[src/verilog/ep_desc_defines.vh]
// constants for the usb endpoint descriptor bank: offsets, fields, resets
// assumes byte addressing on the register bus, one descriptor byte per word
`ifndef EP_DESC_DEFINES_VH
`define EP_DESC_DEFINES_VH

// descriptor byte index within one endpoint (byte address = 4 x index)
`define OFF_CONFIG 3'h0
`define OFF_X_BASE 3'h1
`define OFF_X_COUNT 3'h2
`define OFF_SPARE_A 3'h3
`define OFF_SPARE_B 3'h4
`define OFF_Y_BASE 3'h5
`define OFF_Y_COUNT 3'h6
`define OFF_SIZE 3'h7

// byte address of descriptor block d is d x DESC_STRIDE
`define DESC_STRIDE 8'h20
`define ADDR_IRQ_STATUS 8'hC0
`define ADDR_IRQ_MASK 8'hC4

// configuration byte fields
`define CFG_IRQ_EN 2
`define CFG_STALL 3
`define CFG_DOUBLE_BUFFER_ENABLE 4
`define CFG_TOGGLE 5
`define CFG_ISO 6
`define CFG_SERVICE_EN 7

// byte count fields
`define CNT_NAK 7
`define CNT_MSB 6

// reset values of stored bytes
`define RST_BYTE 8'h00
`define RST_IRQ 6'h00

`endif

[src/verilog/ep_desc_slot.v]
// one endpoint descriptor: configuration, x/y base, x/y count, size
// assumes the write strobe and manager events come from the same clock
`timescale 1ns/1ps
`default_nettype none
`include "ep_desc_defines.vh"

module ep_desc_slot (
  input wire clk,
  input wire resetn,
  input wire wr_en,
  input wire [2:0] wr_off,
  input wire [7:0] wr_data,
  input wire done,
  input wire [6:0] done_len,
  input wire done_is_out,
  input wire stall_set,
  output reg [7:0] config_byte,
  output reg [7:0] x_base,
  output reg [7:0] x_count,
  output reg [7:0] y_base,
  output reg [7:0] y_count,
  output reg [7:0] buf_size,
  output wire use_y,
  output wire accepted
);

  assign use_y = config_byte[`CFG_DOUBLE_BUFFER_ENABLE] & config_byte[`CFG_TOGGLE]; // RL9 RL15
  assign accepted = done & config_byte[`CFG_SERVICE_EN]; // RL12

  ////////////////////////////////////////////////////////////////////////
  always @(posedge clk) begin
    if (!resetn) begin
      config_byte <= `RST_BYTE; // RL8
      x_base <= `RST_BYTE;
      x_count <= `RST_BYTE;
      y_base <= `RST_BYTE;
      y_count <= `RST_BYTE;
      buf_size <= `RST_BYTE;
    end else begin
      if (wr_en) begin
        case (wr_off)
          `OFF_CONFIG: config_byte <= {wr_data[7:2], 2'b00}; // RL8
          `OFF_X_BASE: x_base <= wr_data; // RL13
          `OFF_X_COUNT: x_count <= wr_data; // RL1
          `OFF_Y_BASE: y_base <= wr_data; // RL4
          `OFF_Y_COUNT: y_count <= wr_data; // RL2
          `OFF_SIZE: buf_size <= {1'b0, wr_data[6:0]}; // RL6
          default: begin
          end
        endcase
      end
      // manager update wins over a software write in the same cycle
      if (accepted) begin
        config_byte[`CFG_TOGGLE] <= ~config_byte[`CFG_TOGGLE]; // RL10
        if (use_y) begin
          y_count <= {1'b1, done_is_out ? done_len : y_count[`CNT_MSB:0]}; // RL16 RL3
        end else begin
          x_count <= {1'b1, done_is_out ? done_len : x_count[`CNT_MSB:0]}; // RL16 RL3
        end
      end
      if (stall_set) begin
        config_byte[`CFG_STALL] <= 1'b1; // RL8
      end
    end
  end

endmodule // ep_desc_slot
`default_nettype wire

[src/verilog/usb_endpoint_descriptor_bank.v]
// descriptor bank for three out and three in endpoints, avalon-mm slave
// assumes buffer manager signals are synchronous to clk
//
// Summary of operation
// RL1: out x count: 0..64 bytes, binary
// RL2: out y count: same 0..64 encoding
// RL3: out count bit 7 set means buffer full
// RL4: y base extended by three zero bits
// RL5: base registers never changed by transactions
// RL6: size byte 6..0, bit 7 reads zero
// RL7: interrupt enable gates completion interrupt
// RL8: stall resets 0, manager sets, software both
// RL9: double buffer off means x only
// RL10: toggle bit tracks data0/data1 sequence
// RL11: software keeps isochronous bit cleared
// RL12: service enable gates buffer manager use
// RL13: in x base extended to 11 bits
// RL14: eight byte descriptor layout per endpoint
// RL15: toggle 0 picks x, 1 picks y
// RL16: out completion stores length, sets nak
`timescale 1ns/1ps
`default_nettype none
`include "ep_desc_defines.vh"

module usb_endpoint_descriptor_bank #(
  parameter NUM_EP = 6
) (
  input wire clk,
  input wire resetn,
  input wire [7:0] address,
  input wire read,
  input wire write,
  input wire [31:0] writedata,
  input wire [3:0] byteenable,
  output reg [31:0] readdata,
  output wire waitrequest,
  input wire [2:0] mgr_sel,
  input wire mgr_done,
  input wire [6:0] mgr_len,
  input wire mgr_stall,
  output reg [10:0] mgr_start_addr,
  output reg mgr_use_y,
  output reg mgr_enabled,
  output reg mgr_stalled,
  output reg mgr_buf_nak,
  output reg [6:0] mgr_count,
  output reg [6:0] mgr_size,
  output reg mgr_toggle,
  output wire irq
);

  // out endpoints occupy slots 0..2, in endpoints slots 3..5
  localparam [2:0] FIRST_IN = 3'h3;

  function [10:0] start_addr;
    input [7:0] base;
    begin
      start_addr = {base, 3'b000};
    end
  endfunction

  function [2:0] slot_of;
    input [7:0] addr;
    begin
      slot_of = addr[7:5];
    end
  endfunction

  ////////////////////////////////////////////////////////////////////////
  // bus handshake: one wait state, answer on the second edge
  reg ack;
  wire req;
  wire do_write;
  wire [2:0] bus_slot;
  wire [2:0] bus_off;
  wire bus_in_bank;

  assign req = read | write;
  assign waitrequest = req & ~ack;
  assign do_write = write & ack & byteenable[0];
  assign bus_slot = slot_of(address);
  assign bus_off = address[4:2];
  assign bus_in_bank = (bus_slot < NUM_EP) & (address[1:0] == 2'b00);

  always @(posedge clk) begin
    if (!resetn) begin
      ack <= 1'b0;
    end else if (req & ~ack) begin
      ack <= 1'b1;
    end else begin
      ack <= 1'b0;
    end
  end

  ////////////////////////////////////////////////////////////////////////
  // descriptor slots
  wire [8*NUM_EP-1:0] cfg_all;
  wire [8*NUM_EP-1:0] xb_all;
  wire [8*NUM_EP-1:0] xc_all;
  wire [8*NUM_EP-1:0] yb_all;
  wire [8*NUM_EP-1:0] yc_all;
  wire [8*NUM_EP-1:0] sz_all;
  wire [NUM_EP-1:0] use_y_all;
  wire [NUM_EP-1:0] accepted_all;

  genvar g;
  generate
    for (g = 0; g < NUM_EP; g = g + 1) begin : slot
      ep_desc_slot u_slot (
        .clk(clk),
        .resetn(resetn),
        .wr_en(do_write & bus_in_bank & (bus_slot == g)), // RL14
        .wr_off(bus_off),
        .wr_data(writedata[7:0]),
        .done(mgr_done & (mgr_sel == g)),
        .done_len(mgr_len),
        .done_is_out(g < FIRST_IN),
        .stall_set(mgr_stall & (mgr_sel == g)),
        .config_byte(cfg_all[8*g+7:8*g]),
        .x_base(xb_all[8*g+7:8*g]),
        .x_count(xc_all[8*g+7:8*g]),
        .y_base(yb_all[8*g+7:8*g]),
        .y_count(yc_all[8*g+7:8*g]),
        .buf_size(sz_all[8*g+7:8*g]),
        .use_y(use_y_all[g]),
        .accepted(accepted_all[g])
      );
    end
  endgenerate

  ////////////////////////////////////////////////////////////////////////
  // interrupt status, write one to clear, and mask, written directly
  reg [NUM_EP-1:0] irq_status;
  reg [NUM_EP-1:0] irq_mask;
  reg [NUM_EP-1:0] irq_event;
  integer i;

  always @* begin
    for (i = 0; i < NUM_EP; i = i + 1) begin
      irq_event[i] = accepted_all[i] & cfg_all[8*i+`CFG_IRQ_EN]; // RL7
    end
  end

  always @(posedge clk) begin
    if (!resetn) begin
      irq_status <= {NUM_EP{1'b0}};
      irq_mask <= {NUM_EP{1'b0}};
    end else begin
      // a new event in the clearing cycle survives the clear
      if (do_write & (address == `ADDR_IRQ_STATUS)) begin
        irq_status <= (irq_status & ~writedata[NUM_EP-1:0]) | irq_event;
      end else begin
        irq_status <= irq_status | irq_event;
      end
      if (do_write & (address == `ADDR_IRQ_MASK)) begin
        irq_mask <= writedata[NUM_EP-1:0];
      end
    end
  end

  assign irq = |(irq_status & irq_mask);

  ////////////////////////////////////////////////////////////////////////
  // read path
  reg [7:0] sel_byte;

  always @* begin
    sel_byte = 8'h00;
    case (bus_off)
      `OFF_CONFIG: sel_byte = cfg_all[8*bus_slot+:8];
      `OFF_X_BASE: sel_byte = xb_all[8*bus_slot+:8];
      `OFF_X_COUNT: sel_byte = xc_all[8*bus_slot+:8];
      `OFF_Y_BASE: sel_byte = yb_all[8*bus_slot+:8];
      `OFF_Y_COUNT: sel_byte = yc_all[8*bus_slot+:8];
      `OFF_SIZE: sel_byte = sz_all[8*bus_slot+:8]; // RL6
      default: sel_byte = 8'h00;
    endcase
  end

  always @(posedge clk) begin
    if (!resetn) begin
      readdata <= 32'h0000_0000;
    end else if (read & ~ack) begin
      if (bus_in_bank) begin
        readdata <= {24'h00_0000, sel_byte};
      end else if (address == `ADDR_IRQ_STATUS) begin
        readdata <= {{(32-NUM_EP){1'b0}}, irq_status};
      end else if (address == `ADDR_IRQ_MASK) begin
        readdata <= {{(32-NUM_EP){1'b0}}, irq_mask};
      end else begin
        readdata <= 32'h0000_0000;
      end
    end
  end

  ////////////////////////////////////////////////////////////////////////
  // buffer manager lookup, registered one cycle after mgr_sel
  // base bytes are only read here, so a transaction never alters them
  wire [7:0] m_cfg;
  wire [7:0] m_xc;
  wire [7:0] m_yc;
  wire m_use_y;

  assign m_cfg = cfg_all[8*mgr_sel+:8];
  assign m_xc = xc_all[8*mgr_sel+:8];
  assign m_yc = yc_all[8*mgr_sel+:8];
  assign m_use_y = use_y_all[mgr_sel];

  always @(posedge clk) begin
    if (!resetn) begin
      mgr_start_addr <= 11'h000;
      mgr_use_y <= 1'b0;
      mgr_enabled <= 1'b0;
      mgr_stalled <= 1'b0;
      mgr_buf_nak <= 1'b0;
      mgr_count <= 7'h00;
      mgr_size <= 7'h00;
      mgr_toggle <= 1'b0;
    end else if (mgr_sel < NUM_EP) begin
      if (m_use_y) begin
        mgr_start_addr <= start_addr(yb_all[8*mgr_sel+:8]); // RL4 RL5 RL15
        mgr_buf_nak <= m_yc[`CNT_NAK]; // RL3
        mgr_count <= m_yc[`CNT_MSB:0]; // RL2
      end else begin
        mgr_start_addr <= start_addr(xb_all[8*mgr_sel+:8]); // RL13 RL5 RL9
        mgr_buf_nak <= m_xc[`CNT_NAK]; // RL3
        mgr_count <= m_xc[`CNT_MSB:0]; // RL1
      end
      mgr_use_y <= m_use_y;
      mgr_enabled <= m_cfg[`CFG_SERVICE_EN]; // RL12
      mgr_stalled <= m_cfg[`CFG_STALL]; // RL8
      mgr_size <= sz_all[8*mgr_sel+:7]; // RL6
      mgr_toggle <= m_cfg[`CFG_TOGGLE]; // RL10
    end else begin
      mgr_enabled <= 1'b0;
    end
  end

endmodule // usb_endpoint_descriptor_bank
`default_nettype wire

[config.mk]
export PLATFORM = sky130hd
export DESIGN_NAME = usb_endpoint_descriptor_bank
export DESIGN_NICKNAME = d
export VERILOG_FILES = /design/src/verilog/ep_desc_slot.v /design/src/verilog/usb_endpoint_descriptor_bank.v
export VERILOG_INCLUDE_DIRS = /design/src /design/src/verilog
export SDC_FILE = /design/constraint.sdc
export NUM_CORES = 1
export LEC_CHECK = 0
export ABC_CLOCK_PERIOD_IN_PS = 3100
export BUFFER_PORTS_ARGS = -buffer_cell sky130_fd_sc_hd__buf_4
export CAP_MARGIN = 40
export CORE_MARGIN = 8
export CORE_UTILIZATION = 45
export CTS_CLUSTER_DIAMETER = 100
export DETAILED_ROUTE_END_ITERATION = 8
export GPL_ROUTABILITY_DRIVEN = 1
export HOLD_SLACK_MARGIN = 0.02
export PLACE_DENSITY_LB_ADDON = 0.1
export SYNTH_ARGS = -nofsm -noshare
export SYNTH_HDL_FRONTEND = slang
export SYNTH_HIERARCHICAL = 1
export SYNTH_SLANG_ARGS = --single-unit
[constraint.sdc]
create_clock -name clk -period 3.1 [get_ports clk]
set_clock_uncertainty 0.2 [all_clocks]
set_input_delay 0 -clock clk [delete_from_list [all_inputs] [get_ports clk]]
set_output_delay 0 -clock clk [all_outputs]
set_load 0.1 [all_outputs]
## Yosys cells after proc, flatten, opt, wreduce, memory -nomap -nowiden

Cells that the tools add are included.

- Register bits: 345
- Input port bits: 60
- Output and inout port bits: 64
- Word-level logic and storage cells: 310

- Magnitude comparators: 3
- Eq/ne operators: 23
- Shifts and indexed selects: 12
- Multiplexer cells: 83
- Bitwise operators: 57
- Reductions and logical operators: 66

Operator list:

| kind | count |
|---|---|
| $shiftx A48 B7 Y8 | 11 |
| $mux W8 | 49 |
| $mux W6 | 15 |
| $reduce_and A2 Y1 | 37 |
| $pmux W8 S6 | 1 |
| $reduce_bool A2 Y1 | 24 |
| $shiftx A48 B7 Y7 | 1 |
| $and A1 B1 Y1 | 44 |
| $eq A3 B3 Y1 const B | 7 |
| $eq A8 B8 Y1 const B | 2 |
| $eq A3 B2 Y1 const B | 5 |
| $mux W1 | 15 |
| $and A6 B6 Y6 | 2 |
| $or A6 B6 Y6 | 2 |
| $mux W11 | 1 |
| $eq A3 B1 Y1 const B | 3 |
| $logic_not A3 Y1 | 3 |
| $mux W7 | 1 |
| $not A1 Y1 | 7 |
| $lt A3 B3 Y1 const B | 2 |
| $ne A2 B1 Y1 const B | 3 |
| $ne A2 B2 Y1 const B | 3 |
| $not A6 Y6 | 1 |
| $reduce_or A6 Y1 | 1 |
| other kinds (4) | 4 |

## Depth between registers and ports, before layout

- Depth after elaboration: 7
- Gate-level depth with buffers: 11
- Gate-level depth less buffers: 8

## By module

Netlist, hierarchy kept.

By module, submodules not included:

| module | instances | cells an instance | area an instance (µm²) | sequential area each (µm²) |
|---|---|---|---|---|
| ep_desc_slot | 6 | 219 | 1864.3 | 900.9 |
| usb_endpoint_descriptor_bank | 1 | 846 | 6911.6 | 960.9 |

## Worst setup path after synthesis

Ideal clock, no wire load.

- Kind: input to register
- Start: in mgr_sel[2]
- End: reg slot[2].u_slot.x_count[0]
- Library setup time: 0.115 ns
- Arrival time: 2.046 ns
- Required time: 2.785 ns
- Setup slack: 0.740 ns
- Cell stages on the path: 10
- Path buffers: 3
- Path through: clkbuf_1 > inv_2 > clkbuf_1 > buf_1 > nand2_1 > nor2_1 > nand2_1 > o21ai_2 > nand2_2 > o21a_1

- Longest elaborated chain between the ends: 4

RTL lines:

| element | RTL line | source |
|---|---|---|
| start, declared | usb_endpoint_descriptor_bank.v:37 | `input wire [2:0] mgr_sel,` |
| $eq A3 B2 Y1 | usb_endpoint_descriptor_bank.v:115 | `.done(mgr_done & (mgr_sel == g)),` |
| $and A1 B1 Y1 | usb_endpoint_descriptor_bank.v:115 |  |
| $and A1 B1 Y1 | ep_desc_slot.v:28 | `` assign accepted = done & config_byte[`CFG_SERVICE_EN]; `` |
| $mux W8 | ep_desc_slot.v:53 | `if (accepted) begin` |
| end signal, assigned | ep_desc_slot.v:35 | `` x_count <= `RST_BYTE; `` |
| end signal, assigned | ep_desc_slot.v:44 | `` `OFF_X_COUNT: x_count <= wr_data; `` |
| end signal, assigned | ep_desc_slot.v:58 | `` x_count <= {1'b1, done_is_out ? done_len : x_count[`CNT_MSB:0]}; `` |
| end, declared | ep_desc_slot.v:19 | `output reg [7:0] x_count,` |

No other way between the ends.
A chain may end at the register's enable or synchronous reset.

## Worst setup path in the final report

- Start: in address[6]
- End: reg readdata[1]

- Longest elaborated chain between the ends: 4

RTL lines:

| element | RTL line | source |
|---|---|---|
| start, declared | usb_endpoint_descriptor_bank.v:30 | `input wire [7:0] address,` |
| branches (longest 3 deep; another with $shiftx A48 B7 Y8) | n/a |  |
| $mux W8 * | usb_endpoint_descriptor_bank.v:184 | `if (bus_in_bank) begin` |
| end signal, assigned | usb_endpoint_descriptor_bank.v:185 | `readdata <= {24'h00_0000, sel_byte};` |
| end signal, assigned | usb_endpoint_descriptor_bank.v:187 | `readdata <= {{(32-NUM_EP){1'b0}}, irq_status};` |
| end signal, assigned | usb_endpoint_descriptor_bank.v:189 | `readdata <= {{(32-NUM_EP){1'b0}}, irq_mask};` |
| end, declared | usb_endpoint_descriptor_bank.v:35 | `output reg [31:0] readdata,` |

Mark *: on every way between the ends.

==> out/results.ini <==
[floorplanning]
core_area_um2=39730
start_util=0.4555
die_area_um2=46890
std_cell_rows=73
io_pins=124
die_h_um=216.5
die_w_um=216.5

[synth]
synth_edf_count=0
synth_top_area_cell=dfxtp_1
synth-main-ff-cell=dfxtp_1
async_flop_share=0
synth_common_cells=nand2_1, dfxtp_1, nor2_1, a21oi_1, mux2i_1
synth_most_common_cell=nand2_1
synth_area_um2=18100
synth_seq_cells=318
synth_top_area_frac=0.3518
postSynthAreaPerCell_um2=8.378
synthTopCellsByArea=dfxtp_1, nand2_1, mux2i_1, mux4_2, a21oi_1
ys_warn_count=6
ys_seq_area_frac=0.3518
syn_inst=2160
ys_types=79

[sta]
report.final.slew_viol_count=0
setup_tns_ns=0
setup_slack_ns=0.1363
max_freq_ghz=0.3374
fin_crit_ns=2.964
worst_pin_slew_ns=0.7558
hold_viol=0
setup_viol=0
relSlewSlack=0.4943
finalCritPeriodShare=0.9560
rsz0062_at_grt=no

[route]
antenna_left=0
vias=17890
wire_per_inst_um=27.89
vias_per_cell=6.408
first_pass_iters=7
initialDrtViolationCount=2331
drc=0
drt-total-wl_um=77870

[cts]
htree_levels=2
root_buffer=clkbuf_16
clk_latency_ns=0.57
clock-sinks=318
numCtsBuffers=39
cts_tree=built
clkSlewWorstSetupHoldPaths_ns=0.06
cts_max_path_buffers=3

[power_and_ir_drop]
power_density_nw_per_um2=484.4
power_frac_seq=0.405
p_comb_frac=0.120
clockPowerShare=0.474
switching_share=0.2768
switchingPower_mw=2.810
peakVddDrop_mv=0.3750
p_leak_nw=7.764
internal_power_mw=7.341

[grt]
grt_start_max_net_pins=85
grt_pass1_wl_um=112800
grt_pass1_vias=16990
antenna_found_initial=3
use_met3=0.05585
met1_usage=0.4183
grt.busiest_layer=met2
gr-usage-met2=0.5018
track_usage=0.3204
overflow=0

[placement]
port_buffers=69
post-place-ws_ns=0.3510
hpwlAfterDp_um=56310
numPlacedInstances=2681
routabilityCongestion=1.019

[setup_path]
critPathLaunchType=primary input
crit_fanout=26
crit_arrival_ns=3.27
r2r_cells=10
regToRegEndpoint=slot[4].u_slot/config_byte[3]$_SDFFE_PN0P_
critical_path_class=in2reg
reg2reg_from=ack$_SDFF_PN0_
reg2reg_slack_ns=0.15
cp.required_ns=3.41
cp-end-kind=flop

[min_path]
min_path_type=in2reg
holdPathStages=5
min_to=slot[1].u_slot/y_base[2]$_SDFFE_PN0P_
worstHoldStart=address[4]

[job]
maxCapViolations=0

[outcome]
status=finished clean

[cells_and_area]
synthToLayoutAreaGrowth_pct=15.78
layoutNonFillerInstCount=2792
nets=2297
drive_gt1_frac=0.1628

==> worst max-delay path by stage <==
stage,to,from,slack [ns]
finish,readdata[1]$_SDFFE_PN0P_,address[6],0.14
global route,readdata[1]$_SDFFE_PN0P_,address[6],0.03
CTS,slot[3].u_slot/config_byte[5]$_SDFFE_PN0P_,ack$_SDFF_PN0_,0.07
detailed placement,slot[2].u_slot/x_count[6]$_SDFFE_PN0P_,ack$_SDFF_PN0_,0.35
global placement,slot[2].u_slot/x_count[6]$_SDFFE_PN0P_,ack$_SDFF_PN0_,0.38
floorplan,slot[2].u_slot/x_count[0]$_SDFFE_PN0P_,mgr_sel[2],0.74
==> cells by family after synthesis <==
| group | synth area share |
|---|---|
| compound gates | 0.2239 |
| buf+inv | 0.06319 |
| flops | 0.3518 |
| mux | 0.1594 |
| other cells | 0.001659 |
| simple gates | 0.2000 |
==> sequential cells by signal, summed over array words and instances, names as in the netlist, 8 cells and up <==
name	flops
slot.u_slot/x_base	48
slot.u_slot/config_byte	36
slot.u_slot/buf_size	42
slot.u_slot/x_count	48
slot.u_slot/y_base	48
mgr_start_addr	8
readdata	8
slot.u_slot/y_count	48
==> power groups by stage <==
| stage | sequential (mW) | combinational [mW] | clock, mW |
|---|---|---|---|
| finish | 4.11 | 1.22 | 4.82 |
| global route | 4.11 | 1.27 | 5.00 |
| CTS | 4.11 | 1.18 | 4.84 |
| detailed placement | 4.20 | 1.15 | 0 |
| global placement | 4.20 | 1.12 | 0 |
| floorplan | 4.27 | 0.705 | 0 |
==> per-stage QoR <==
step / utilization / hold slack [ns] / cell area [µm²] / power [mW]
floorplan: - / -0.06403 / 18260 / 4.973
global placement: 0.4797 / 0.08208 / 19060 / 5.324
detailed placement: 0.4838 / 0.09545 / 19220 / 5.350
CTS: 0.5269 / 0.07591 / 20930 / 10.14
global route: 0.5273 / 0.1268 / 20950 / 10.38
finish: 0.5274 / 0.1071 / 20950 / 10.15
==> layout make-up <==
| type | count | area (µm²) |
|---|---|---|
| clock inverters | 14 | 177.7 |
| multi-input cells | 1654 | 10760 |
| clock buffers | 56 | 1142 |
| well taps | 525 | 656.9 |
| flip-flops and latches | 318 | 6367 |
| fillers | 3804 | 18780 |
| repair buffers | 189 | 1715 |
| inverters | 35 | 131.4 |
| diodes | 1 | 2.502 |
==> cell usage in the layout, fill, tap and decap left out, types with 7 or more instances in the layout <==
cell           netlist  routed
o22ai_1             14      14
a22o_1               8       8
mux2i_1            136     135
clkbuf_16            0      41
clkinv_2             0       8
and3_1              13      13
mux2_2              26      26
o221a_2             43      43
nand3_1             36      36
o221ai_1            34      34
mux2_1              23      23
buf_4               47     136
nand4_1             14      14
conb_1               8      51
o21ai_0             69      69
o21a_1              48      48
nand4b_1             7       7
o2bb2ai_1            7       7
a221o_1              9       9
mux4_2              42      42
clkbuf_1            93       9
a221oi_1            50      50
o21ai_1             19      19
nor2b_1             13      12
nor3_1              23      23
nor2_1             195     195
nand2_1            392     392
dfxtp_1            318     317
inv_1               32      32
buf_12               0       7
dlygate4sd3_1        0      39
a22oi_1             20      20
nand2b_1            50      50
a21oi_1            174     174
a31oi_1             30      30
==> layer usage <==
metal  part of all wire  wire length [µm]  vias to the layer above
met2               0.44             34450                      981
met1               0.41             31860                     8738
met4              0.057              4420                        0
met3              0.092              7147                      216
met5                  0                 0                        -
li1                   -                 -                     7956
==> critical path: stages <==
cell	delay, ns
dlygate4sd3_1	0.52
buf_4	0.15
buf_4	0.35
nor3b_1	0.39
nand3_1	0.27
o31a_1	0.40
o311ai_1	0.10
buf_4	0.19
a41oi_1	0.07
a211oi_1	0.24
dlygate4sd3_1	0.57
==> timing repair <==
action | CTS | global route
resized for setup | 0 | 3
hold buffers | 39 | 0
endpoints found under the hold margin | 296 | 0
buffers inserted | 0 | 1
setup endpoints to repair | 0 | 3
No activity file was read; power rests on OpenSTA's default activity.
